## config.mk

```make
export PLATFORM = sky130hd
export DESIGN_NAME = tcp_timer_pwm
export DESIGN_NICKNAME = d
export VERILOG_FILES = /design/src/rtl/tcp_pkg.sv /design/src/rtl/tcp_timer_pwm.sv
export VERILOG_INCLUDE_DIRS = /design/src /design/src/rtl
export SDC_FILE = /design/constraint.sdc
export NUM_CORES = 1
export LEC_CHECK = 0
export BUFFER_PORTS_ARGS = -buffer_cell sky130_fd_sc_hd__buf_4
export CAP_MARGIN = 20
export CORE_UTILIZATION = 55
export DETAILED_ROUTE_END_ITERATION = 8
export PLACE_DENSITY_LB_ADDON = 0.3
export SYNTH_ARGS = -nofsm -noshare
export SYNTH_HDL_FRONTEND = slang
export SYNTH_SLANG_ARGS = --single-unit
```

## constraint.sdc

```tcl
create_clock -name clock -period 3.5 [get_ports clock]
set_input_delay 0.175 -clock clock [delete_from_list [all_inputs] [get_ports clock]]
set_output_delay 0.175 -clock clock [all_outputs]
set_load 0.02 [all_outputs]
```

## src/rtl/tcp_defines.svh

```systemverilog
// register offsets, field positions, reset values and timing counts of the timer/pwm block
`ifndef TCP_DEFINES_SVH
`define TCP_DEFINES_SVH

// ************************************************************
// register byte offsets on the apb
// ************************************************************
`define TCP_OFS_TIMER0_MODE 8'h00
`define TCP_OFS_TIMER1_MODE 8'h04
`define TCP_OFS_MATCH_LOW 8'h08
`define TCP_OFS_MATCH_HIGH 8'h0C
`define TCP_OFS_PERIOD_LOW 8'h10
`define TCP_OFS_DUTY_LOW 8'h14
`define TCP_OFS_HIGH_BITS 8'h18
`define TCP_OFS_PORT5_FUNC 8'h1C
`define TCP_OFS_EDGE_SELECT 8'h20
`define TCP_OFS_CAPTURE_HOLD 8'h24
`define TCP_OFS_STATUS 8'h28

// ************************************************************
// field positions
// ************************************************************
`define TCP_TM0_RUN 0
`define TCP_TM0_CLK_LO 2
`define TCP_TM0_CAPTURE 5
`define TCP_TM1_RUN 0
`define TCP_TM1_CLK_LO 2
`define TCP_TM1_PWM_EN 5
`define TCP_TM1_CHAIN 6
`define TCP_TM1_ACTIVE_LEVEL 7
`define TCP_PORT5_PWM_PIN 6
`define TCP_STAT_T0_MATCH 0
`define TCP_STAT_TRIGGER 1

// ************************************************************
// reset values
// ************************************************************
`define TCP_RST_TM0 6'h00
`define TCP_RST_TM1 8'h00
`define TCP_RST_BYTE 8'h00
`define TCP_RST_HIGH_BITS 4'h0
`define TCP_RST_EDGE 2'h0

// ************************************************************
// codes and timing
// ************************************************************
`define TCP_T0_CLK_EXTERNAL 3'h7
`define TCP_T1_CLK_CHAIN 2'h3
`define TCP_EDGE_FALLING 0
`define TCP_EDGE_RISING 1
`define TCP_OSC_NS 250
`define TCP_CLK_NS 8
`define TCP_OSC_CYCLES ((`TCP_OSC_NS + `TCP_CLK_NS - 1) / `TCP_CLK_NS)

`endif

```

## src/rtl/tcp_pkg.sv

```systemverilog
// types shared by the timer/pwm block
package tcp_pkg;

  // ************************************************************
  // whole state of the block, registered as one word
  // ************************************************************
  typedef struct packed {
    logic apbReady;         // apb ready, high from the first edge after reset
    logic [31:0] apbRdata;  // read data, captured in the setup cycle
    logic apbErr;           // unmapped address seen in setup cycle
    logic [5:0] tm0;        // timer0_mode_reg
    logic [7:0] tm1;        // timer1_mode_reg
    logic [7:0] matchLow;   // match_value_low
    logic [7:0] matchHigh;  // match_value_high
    logic [7:0] perLow;     // pwm_period_low
    logic [7:0] dutyLow;    // pwm_duty_low, holding stage
    logic [3:0] highBits;   // pwm_high_bits
    logic [7:0] portFunc;   // port5_function_reg
    logic [1:0] edgeSel;    // edge_select_reg
    logic [15:0] captureHold; // capture_hold_reg
    logic [7:0] t0Count;    // timer0 counter
    logic [9:0] t1Count;    // timer1 counter, shared by pwm
    logic [9:0] dutyActive; // active duty stage
    logic [15:0] oscCount;  // system clocks within one oscillator period
    logic [10:0] oscDiv;    // oscillator period counter feeding the prescaler
    logic ecSync1;
    logic ecSync2;
    logic ecPrev;
    logic trigSync1;
    logic trigSync2;
    logic trigPrev;
    logic t0Flag;           // timer0_match_flag
    logic trigFlag;         // external trigger flag
    logic pwmLevel;         // raw waveform
    logic pwmPin;           // waveform after the pin function gate
  } tcp_state_s;

endpackage : tcp_pkg

```

## src/rtl/tcp_timer_pwm.sv

```systemverilog
// timer0/timer1 with 16-bit capture and shared 10-bit pwm, apb registers
//
// The placing of the registers and the APB slave port were chosen for this implementation.
`timescale 1ns/1ns
`include "tcp_defines.svh"

// What this block does
// [RULE1] sixteen-bit capture chains both counters
// [RULE2] timer0 source prescaler or external pin
// [RULE3] software sets both clock bits plus chain
// [RULE4] pwm shares timer1 counter, exclusive use
// [RULE5] up to ten-bit pwm on pin
// [RULE6] software enables pin function bit six
// [RULE7] period is high bits 3:2 plus low
// [RULE8] duty is high bits 1:0 plus low
// [RULE9] duty double buffered, loaded at period match
// [RULE10] period and duty count source clocks
// [RULE11] clock codes give 250ns, 500ns, 2us
// [RULE12] duty equal period holds active level
// [RULE13] zero duty holds inactive level
// [RULE14] duty change waits for period end
// [RULE15] period change keeps existing duty
// [RULE16] software keeps period above duty
// [RULE17] trigger edge captures count, clears counter
// [RULE18] edge select picks edges, raises flag
// [RULE19] sixteen-bit match raises timer0 flag
// [RULE20] counter from zero, active until duty
module tcp_timer_pwm #(
  parameter int OSC_CYCLES = `TCP_OSC_CYCLES
) (
  input wire logic clock,
  input wire logic resetn,
  input wire logic psel,
  input wire logic penable,
  input wire logic pwrite,
  input wire logic [7:0] paddr,
  input wire logic [31:0] pwdata,
  output logic [31:0] prdata,
  output logic pready,
  output logic pslverr,
  input wire logic ec0Pin,
  input wire logic externalTriggerPin,
  output logic pwmPin,
  output logic timer0MatchFlag,
  output logic externalTriggerFlag
);

  // ************************************************************
  // helpers
  // ************************************************************

  // prescaler hit: all masked divider bits are ones on an oscillator tick
  function automatic logic prescaleHit(input logic [10:0] mask, input logic [10:0] div);
    prescaleHit = ((div & mask) == mask);
  endfunction : prescaleHit

  // register read decode; also tells whether the address is mapped
  function automatic logic [32:0] readReg(input logic [7:0] addr, input tcp_pkg::tcp_state_s s);
    logic [32:0] r;
    r = {1'b1, 32'h0000_0000};
    unique case (addr)
      `TCP_OFS_TIMER0_MODE: r[31:0] = {26'h000_0000, s.tm0};
      `TCP_OFS_TIMER1_MODE: r[31:0] = {24'h00_0000, s.tm1};
      `TCP_OFS_MATCH_LOW: r[31:0] = {24'h00_0000, s.matchLow};
      `TCP_OFS_MATCH_HIGH: r[31:0] = {24'h00_0000, s.matchHigh};
      `TCP_OFS_PERIOD_LOW: r[31:0] = {24'h00_0000, s.perLow};
      `TCP_OFS_DUTY_LOW: r[31:0] = {24'h00_0000, s.dutyLow};
      `TCP_OFS_HIGH_BITS: r[31:0] = {28'h000_0000, s.highBits};
      `TCP_OFS_PORT5_FUNC: r[31:0] = {24'h00_0000, s.portFunc};
      `TCP_OFS_EDGE_SELECT: r[31:0] = {30'h0000_0000, s.edgeSel};
      `TCP_OFS_CAPTURE_HOLD: r[31:0] = {16'h0000, s.captureHold};
      `TCP_OFS_STATUS: r[31:0] = {30'h0000_0000, s.trigFlag, s.t0Flag};
      default: r[32] = 1'b0;
    endcase
    readReg = r;
  endfunction : readReg

  // ************************************************************
  // state and decoded controls
  // ************************************************************
  tcp_pkg::tcp_state_s s_r; // registered state
  tcp_pkg::tcp_state_s s_nxt; // next state

  logic oscTick; // one oscillator period has passed
  logic t0Tick; // timer0 count event
  logic t1Tick; // pwm source clock event
  logic ecEdge; // either edge on ec0 after sync
  logic trigEdge; // selected edge on the trigger pin after sync
  logic chain; // counters joined into sixteen bits
  logic pwmOn; // pwm owns timer1
  logic captureOn; // capture mode on timer0
  logic [15:0] count16; // joined counter value
  logic [15:0] match16; // joined match value
  logic [9:0] period10; // ten-bit period
  logic [9:0] dutyHold10; // ten-bit holding duty
  logic pwmWrap; // pwm counter at the end of its period
  logic apbWrite; // write takes effect this edge
  logic [10:0] t0Mask;
  logic [10:0] t1Mask;

  // rule-facing decodes
  assign chain = s_r.tm1[`TCP_TM1_CHAIN] &&
                 (s_r.tm1[`TCP_TM1_CLK_LO +: 2] == `TCP_T1_CLK_CHAIN); // see [RULE3]
  assign pwmOn = s_r.tm1[`TCP_TM1_PWM_EN] && !chain && s_r.tm1[`TCP_TM1_RUN]; // see [RULE4]
  assign captureOn = s_r.tm0[`TCP_TM0_CAPTURE];
  assign count16 = {s_r.t1Count[7:0], s_r.t0Count}; // see [RULE1]
  assign match16 = {s_r.matchHigh, s_r.matchLow};
  assign period10 = {s_r.highBits[3:2], s_r.perLow}; // see [RULE7]
  assign dutyHold10 = {s_r.highBits[1:0], s_r.dutyLow}; // see [RULE8]
  assign oscTick = (s_r.oscCount == 16'(OSC_CYCLES - 1));
  assign apbWrite = psel && penable && pwrite && s_r.apbReady;

  // timer0 prescaler ratios 2..2048 of the oscillator
  always_comb begin
    unique case (s_r.tm0[`TCP_TM0_CLK_LO +: 3])
      3'h0: t0Mask = 11'h001;
      3'h1: t0Mask = 11'h003;
      3'h2: t0Mask = 11'h007;
      3'h3: t0Mask = 11'h01F;
      3'h4: t0Mask = 11'h07F;
      3'h5: t0Mask = 11'h1FF;
      default: t0Mask = 11'h7FF;
    endcase
  end

  // timer1 ratios 1, 2 and 8: 250ns, 500ns, 2us at the oscillator rate
  always_comb begin
    unique case (s_r.tm1[`TCP_TM1_CLK_LO +: 2])
      2'h0: t1Mask = 11'h000; // see [RULE11]
      2'h1: t1Mask = 11'h001; // see [RULE11]
      default: t1Mask = 11'h007; // see [RULE11]
    endcase
  end

  // external source only on code 7, else prescaler
  assign ecEdge = s_r.ecSync2 ^ s_r.ecPrev;
  assign t0Tick = s_r.tm0[`TCP_TM0_RUN] &&
                  ((s_r.tm0[`TCP_TM0_CLK_LO +: 3] == `TCP_T0_CLK_EXTERNAL) ? ecEdge :
                   (oscTick && prescaleHit(t0Mask, s_r.oscDiv))); // see [RULE2]
  // code 11 is the chain code and gives pwm no source clock
  assign t1Tick = oscTick && prescaleHit(t1Mask, s_r.oscDiv) &&
                  (s_r.tm1[`TCP_TM1_CLK_LO +: 2] != `TCP_T1_CLK_CHAIN);
  assign trigEdge = (s_r.edgeSel[`TCP_EDGE_FALLING] && s_r.trigPrev && !s_r.trigSync2) ||
                    (s_r.edgeSel[`TCP_EDGE_RISING] && !s_r.trigPrev && s_r.trigSync2); // see [RULE18]
  // a zero period never wraps; the counter keeps counting and rolls over at 1023
  assign pwmWrap = (period10 != 10'h000) && (s_r.t1Count >= period10 - 10'h001);

  // ************************************************************
  // next state
  // ************************************************************
  always_comb begin
    logic [32:0] rd;
    logic t0Set;
    logic trigSet;
    rd = readReg(paddr, s_r);
    s_nxt = s_r;
    t0Set = 1'b0;
    trigSet = trigEdge; // see [RULE18]
    s_nxt.apbReady = 1'b1; // zero wait states
    // synchronisers; first stages feed only the second
    s_nxt.ecSync1 = ec0Pin;
    s_nxt.ecSync2 = s_r.ecSync1;
    s_nxt.ecPrev = s_r.ecSync2;
    s_nxt.trigSync1 = externalTriggerPin;
    s_nxt.trigSync2 = s_r.trigSync1;
    s_nxt.trigPrev = s_r.trigSync2;
    // oscillator period and prescaler divider
    if (oscTick) begin
      s_nxt.oscCount = 16'h0000;
      s_nxt.oscDiv = s_r.oscDiv + 11'h001;
    end else begin
      s_nxt.oscCount = s_r.oscCount + 16'h0001;
    end
    // apb read data is latched in the setup cycle
    if (psel && !penable) begin
      s_nxt.apbRdata = pwrite ? 32'h0000_0000 : rd[31:0];
      s_nxt.apbErr = !rd[32];
    end
    // timer0, or the joined sixteen-bit counter
    if (captureOn && trigEdge) begin
      // capture beats a match in the same cycle
      s_nxt.captureHold = chain ? count16 : {8'h00, s_r.t0Count}; // see [RULE17] [RULE1]
      s_nxt.t0Count = 8'h00; // see [RULE17]
      if (chain) begin
        s_nxt.t1Count = 10'h000;
      end
    end else if (t0Tick) begin
      if (chain) begin
        if (count16 == match16) begin
          s_nxt.t0Count = 8'h00;
          s_nxt.t1Count = 10'h000;
          t0Set = 1'b1; // see [RULE19]
        end else begin
          s_nxt.t0Count = s_r.t0Count + 8'h01; // see [RULE1]
          s_nxt.t1Count = {2'b00, s_r.t1Count[7:0] + ((s_r.t0Count == 8'hFF) ? 8'h01 : 8'h00)};
        end
      end else if (s_r.t0Count == s_r.matchLow) begin
        s_nxt.t0Count = 8'h00;
        t0Set = 1'b1;
      end else begin
        s_nxt.t0Count = s_r.t0Count + 8'h01;
      end
    end
    // pwm on the timer1 counter
    if (!pwmOn) begin
      if (!chain) begin
        s_nxt.t1Count = 10'h000;
      end
      s_nxt.dutyActive = dutyHold10; // idle: new duty passes straight through
    end else if (t1Tick) begin
      if (pwmWrap) begin
        s_nxt.t1Count = 10'h000; // see [RULE20] [RULE10]
        s_nxt.dutyActive = dutyHold10; // see [RULE9] [RULE14]
      end else begin
        s_nxt.t1Count = s_r.t1Count + 10'h001; // see [RULE10]
      end
    end
    // level from the counter: active before duty match, clamped at both ends
    if (s_r.dutyActive == 10'h000) begin
      s_nxt.pwmLevel = !s_r.tm1[`TCP_TM1_ACTIVE_LEVEL]; // see [RULE13]
    end else if (s_r.dutyActive >= period10) begin
      s_nxt.pwmLevel = s_r.tm1[`TCP_TM1_ACTIVE_LEVEL]; // see [RULE12] [RULE15]
    end else begin
      s_nxt.pwmLevel = (s_r.t1Count < s_r.dutyActive) ?
                       s_r.tm1[`TCP_TM1_ACTIVE_LEVEL] : !s_r.tm1[`TCP_TM1_ACTIVE_LEVEL]; // see [RULE20]
    end
    s_nxt.pwmPin = s_r.portFunc[`TCP_PORT5_PWM_PIN] && pwmOn && s_r.pwmLevel; // see [RULE5] [RULE6]
    // register writes
    if (apbWrite) begin
      unique case (paddr)
        `TCP_OFS_TIMER0_MODE: begin
          s_nxt.tm0 = pwdata[5:0];
          if (pwdata[`TCP_TM0_RUN]) begin
            s_nxt.t0Count = 8'h00; // start clears the counter
            // a joined counter restarts from zero too, or a stale pwm count
            // would leak into the upper byte and push the match far away
            if (chain) begin
              s_nxt.t1Count = 10'h000; // see [RULE1]
            end
          end
        end
        `TCP_OFS_TIMER1_MODE: s_nxt.tm1 = pwdata[7:0];
        `TCP_OFS_MATCH_LOW: s_nxt.matchLow = pwdata[7:0];
        `TCP_OFS_MATCH_HIGH: s_nxt.matchHigh = pwdata[7:0];
        `TCP_OFS_PERIOD_LOW: s_nxt.perLow = pwdata[7:0]; // see [RULE15]
        `TCP_OFS_DUTY_LOW: s_nxt.dutyLow = pwdata[7:0]; // see [RULE9]
        `TCP_OFS_HIGH_BITS: s_nxt.highBits = pwdata[3:0];
        `TCP_OFS_PORT5_FUNC: s_nxt.portFunc = pwdata[7:0];
        `TCP_OFS_EDGE_SELECT: s_nxt.edgeSel = pwdata[1:0];
        `TCP_OFS_STATUS: begin
          s_nxt.t0Flag = s_r.t0Flag && !pwdata[`TCP_STAT_T0_MATCH];
          s_nxt.trigFlag = s_r.trigFlag && !pwdata[`TCP_STAT_TRIGGER];
        end
        default: begin
        end
      endcase
    end
    // hardware set wins over a software clear in the same cycle
    if (t0Set) begin
      s_nxt.t0Flag = 1'b1;
    end
    if (trigSet) begin
      s_nxt.trigFlag = 1'b1;
    end
  end

  // ************************************************************
  // state register
  // ************************************************************
  always_ff @(posedge clock) begin
    if (!resetn) begin
      s_r <= '0;
      s_r.tm0 <= `TCP_RST_TM0;
      s_r.tm1 <= `TCP_RST_TM1;
      s_r.matchLow <= `TCP_RST_BYTE;
      s_r.highBits <= `TCP_RST_HIGH_BITS;
      s_r.edgeSel <= `TCP_RST_EDGE;
    end else begin
      s_r <= s_nxt;
    end
  end

  assign prdata = s_r.apbRdata;
  assign pready = s_r.apbReady;
  assign pslverr = s_r.apbErr;
  assign pwmPin = s_r.pwmPin;
  assign timer0MatchFlag = s_r.t0Flag;
  assign externalTriggerFlag = s_r.trigFlag;
endmodule : tcp_timer_pwm

```

==> metrics list <==
- The run finished with clean final reports.
- The worst hold path belongs to the class in -> reg.
* CTS tree: done
* Post-Synthesis Cells: 1038
- Gr ovfl total: 0
- Post-CTS sizing: 0
- Layout-stage area growth over the synthesis result: 9.85%
- No sink is reached through more buffers than the 2 on the longest clock path.
- The floorplan step defined a die boundary enclosing 16400 um2.
* Maximum net fanout on the critical path: 10
- The detailed router finished its first iteration with around 1000 violations.
- The worst pin sits at a relative slew slack of 42.4%.
- Final routed DRC violation total: 0
* CTS buffer count: 17
- Cell occurring most often along the worst timing path: sky130_fd_sc_hd__and3_1
* Post-Syn Area: between 8000 and 9000 um2
- Number of global-route vias before repair: 6714
- Once the floorplan was initialized, standard cells occupied 56.8% of the core.
* Antenna cells: 0
- Dividing the final minimum period by the clock period gives 84.7%.
* Post-CTS Repair Setup Buffers: 0
- Dividing the detail-routed wire length by the instance count gives 17.9 um.
- Yosys printed 0 warnings.
- Row generation in the floorplan step produced 45 rows.
- For this run, the register share of the synthesized area comes to a little over a third.
- The die is around 130 um tall.
* Highest-count cells in the layout ignoring fill and taps: sky130_fd_sc_hd__dfxtp_1, sky130_fd_sc_hd__nand2_1, sky130_fd_sc_hd__nand3_1, sky130_fd_sc_hd__a21boi_0, sky130_fd_sc_hd__buf_4
* R2r setup slk: 0.54 ns
- Filler cells: 1308
- In this run, synthesis inferred 0 flip-flops with an integrated enable.
- At the end of the flow, the number of nets in the layout was 1122.
* Data arrival, critical path: 3.28 ns
- The tightest hold path in the finished design has a slack of 0.0771 ns.
- After detailed placement, the total cell area comes to around 9000 um2.
- Leakage component of the power: 0.00359 uW
- Post-CTS Hold Fix Bufs: 2
- Startpoint-to-endpoint class of the critical path: reg -> reg
* Post-synthesis async set-or-reset flop share: 0%
- Entering global routing, the biggest net connects 71 pins.
- IO Port Bufs: 43
- Detailed-router iteration count before antenna repair: 5
* Clock slew at the register clock pins of the worst setup and hold paths: 0.06 ns
- Most frequent standard cell in the layout excluding fill and tap cells: sky130_fd_sc_hd__dfxtp_1
- For this run, the leading register cell type out of synthesis is sky130_fd_sc_hd__dfxtp_1.
* Number of top-level pins: 84
- On the worst path, the slowest cell contributes a delay of between 0.3 and 0.4 ns.
- The first global-routing pass estimated 36100 um of wire.
* Mean instance size in the synthesized netlist: 8.42 um2
* GRT Resource Usage Total: 28.3%
* Period minus WS final: 2.96 ns
- Total via count after detailed routing: ~7.5k
- The initial antenna violation count is 0.
- The total count of hold-check failures in the final report is 0.
* Wire length reported by the detailed router: 22600 um
- Timing-limited maximum frequency: roughly 0.34 GHz
- Traced cell by cell, the critical path runs through nor3_1 > nand2_1 > nor4_1 > xnor2_1 > ha_1 > a211oi_1 > and3_1 > o21ai_0 > and3_1 > a21boi_2 > buf_4 > mux2i_1 > nor2b_1.
- Using the TritonRoute via totals, the vias-per-cell ratio works out to approximately 6.
- Multi-input gate area: 4970 um2
* Worst Path Required: 3.81 ns
- Setup TNS: 0 ns
- CTS H-tree depth: 4
- HPWL after detailed placement: 15600 um
- Combined flip-flop and latch cell area: ~3200 um2
- The clock reaches the later pin of the worst-skew pair after approximately 0.43 ns.
* Slew at the pin with the worst max-slew slack: 0.862 ns
- Number of distinct library cells after synthesis: between 60 and 70
- CTS placed an instance of sky130_fd_sc_hd__clkbuf_16 at the clock tree root.
* Slowest CP cell: sky130_fd_sc_hd__dfxtp_1
* Core Region: 15400 um2
- Crit end category: register
- Once detail routing completed, the nets flagged for antenna violations numbered 0.
- The number of max-slew violations in the final report came to 0.
- Sinks on the clock net: 159
* Max-cap viol count: 0
* Area contributors post-synth: sky130_fd_sc_hd__dfxtp_1, sky130_fd_sc_hd__a21boi_0, sky130_fd_sc_hd__nand2_1, sky130_fd_sc_hd__ha_1, sky130_fd_sc_hd__nand3_1
* Routability congestion estimate: 0.913
* Width of the chip: between 100 and 150 um
* Top cell type by total area after synthesis: sky130_fd_sc_hd__dfxtp_1
* Final setup viols: 0
* Layout cell share with drive strength beyond 1: 10.9%
- Clock skew after layout: 0.00952 ns
- The share of synthesized area in the top cell type comes to a little over a third.
- Unrepaired setup endpoints after global routing: no
* Post-route cell area: 9600 um2
* Crit path launch type: register
* Flop and latch count out of synthesis: about 160
- Peak ir drop on the vdd network: 0.340 mV
* Pwr Density: 412 nW/um2
-- where the power goes --
| group | total, uW | switching [uW] | internal [uW] | leakage [uW] |
|---|---|---|---|---|
| Combinational | 132 | 84.6 | 47.4 | 0.00200 |
| Clock | 2000 | 799 | 1200 | 0.000308 |
| Sequential | 1820 | 4.96 | 1820 | 0.00128 |
| Total | 3950 | 889 | 3060 | 0.00359 |
-- state kept, by name (all words and copies together), names as in the netlist --
name and cells:
captureOn 1, count16 16, dutyHold10 10, externalTriggerFlag 1
match16 16, period10 10, prdata 16, pready 1
pslverr 1, pwmPin 1, s_nxt 4, s_r 81
timer0MatchFlag 1
-- logic make-up (layout without fill, tap and decap cells) --
| family | Yosys count | count (layout) | synth area share [%] |
|---|---|---|---|
| xor+xnor | 52 | 52 | 5.21 |
| simple gates | 418 | 418 | 24.9 |
| buf+inv | 119 | 117 | 7.29 |
| fa+ha+maj | 37 | 37 | 5.30 |
| other cells | 1 | 16 | 0.0429 |
| flops | 159 | 159 | 36.4 |
| compound gates | 235 | 235 | 18.9 |
| mux | 17 | 17 | 1.96 |
-- worst paths after layout --
kind | startpoint | end | depth (start not counted)
worst min register to register | s_nxt[8] | s_nxt[7] | 1
worst max-delay path | period10[1] | s_r[39] | 13
worst max register to register | period10[1] | s_r[39] | 13
worst min-delay path | pwdata[7] | period10[7] | 3
-- critical path: cells and delay by family, from the launching register on --
family | cells | cell delay (ns)
flip-flops | 1 | 0.36
buffers and inverters | 1 | 0.24
AO/OA/AOI/OAI | 3 | 0.46
multiplexers | 1 | 0.23
adder cells (fa/ha/maj) | 1 | 0.20
AND/OR/NAND/NOR | 6 | 1.25
XOR/XNOR | 1 | 0.11
-- final cells by class --
cell class	instances	area share (%)
repair buffers	57	4.51
clock buffers	20	4.86
clock inverters	12	1.79
multi-input cells	775	51.8
inverters	28	1.10
well taps	211	2.75
flip-flops and latches	159	33.2
-- synth_stat cells, drive strengths merged, types with 6 or more instances --
cell	n
and2	24
xor2	34
a22o	9
or3	7
and4	6
nand3b	6
nand4	13
a22oi	23
a222oi	6
inv	28
dfxtp	159
a221oi	7
nor2b	41
a21oi	35
o21a	9
nor3	11
and3	24
a31oi	12
a21boi	71
mux2i	16
nor4	11
buf	53
xnor2	18
ha	37
nand2	130
nand3	85
clkbuf	38
o21ai	34
nor2	49
-- per-layer routing --
metal	part of all wire (%)	global-route usage, %	wire length, um
met4	2.5	10.7	574
met3	7.2	6.01	1620
met2	45	42.9	10200
met1	45	39.4	10200
met5	0	0	0
-- per-stage QoR --
stage / std cells / setup WS [ns] / util (%) / power, uW
finish: 1262 / 0.537 / 62.4 / 3950
global route: 1262 / 0.347 / 62.4 / 4080
CTS: 1262 / 0.561 / 62.4 / 3970
detailed placement: 1228 / 0.585 / 58.2 / 1990
global placement: 1228 / 0.692 / 58.2 / 1990
floorplan: 1053 / 0.818 / - / 1960
Power figures use the tool's default switching activity.
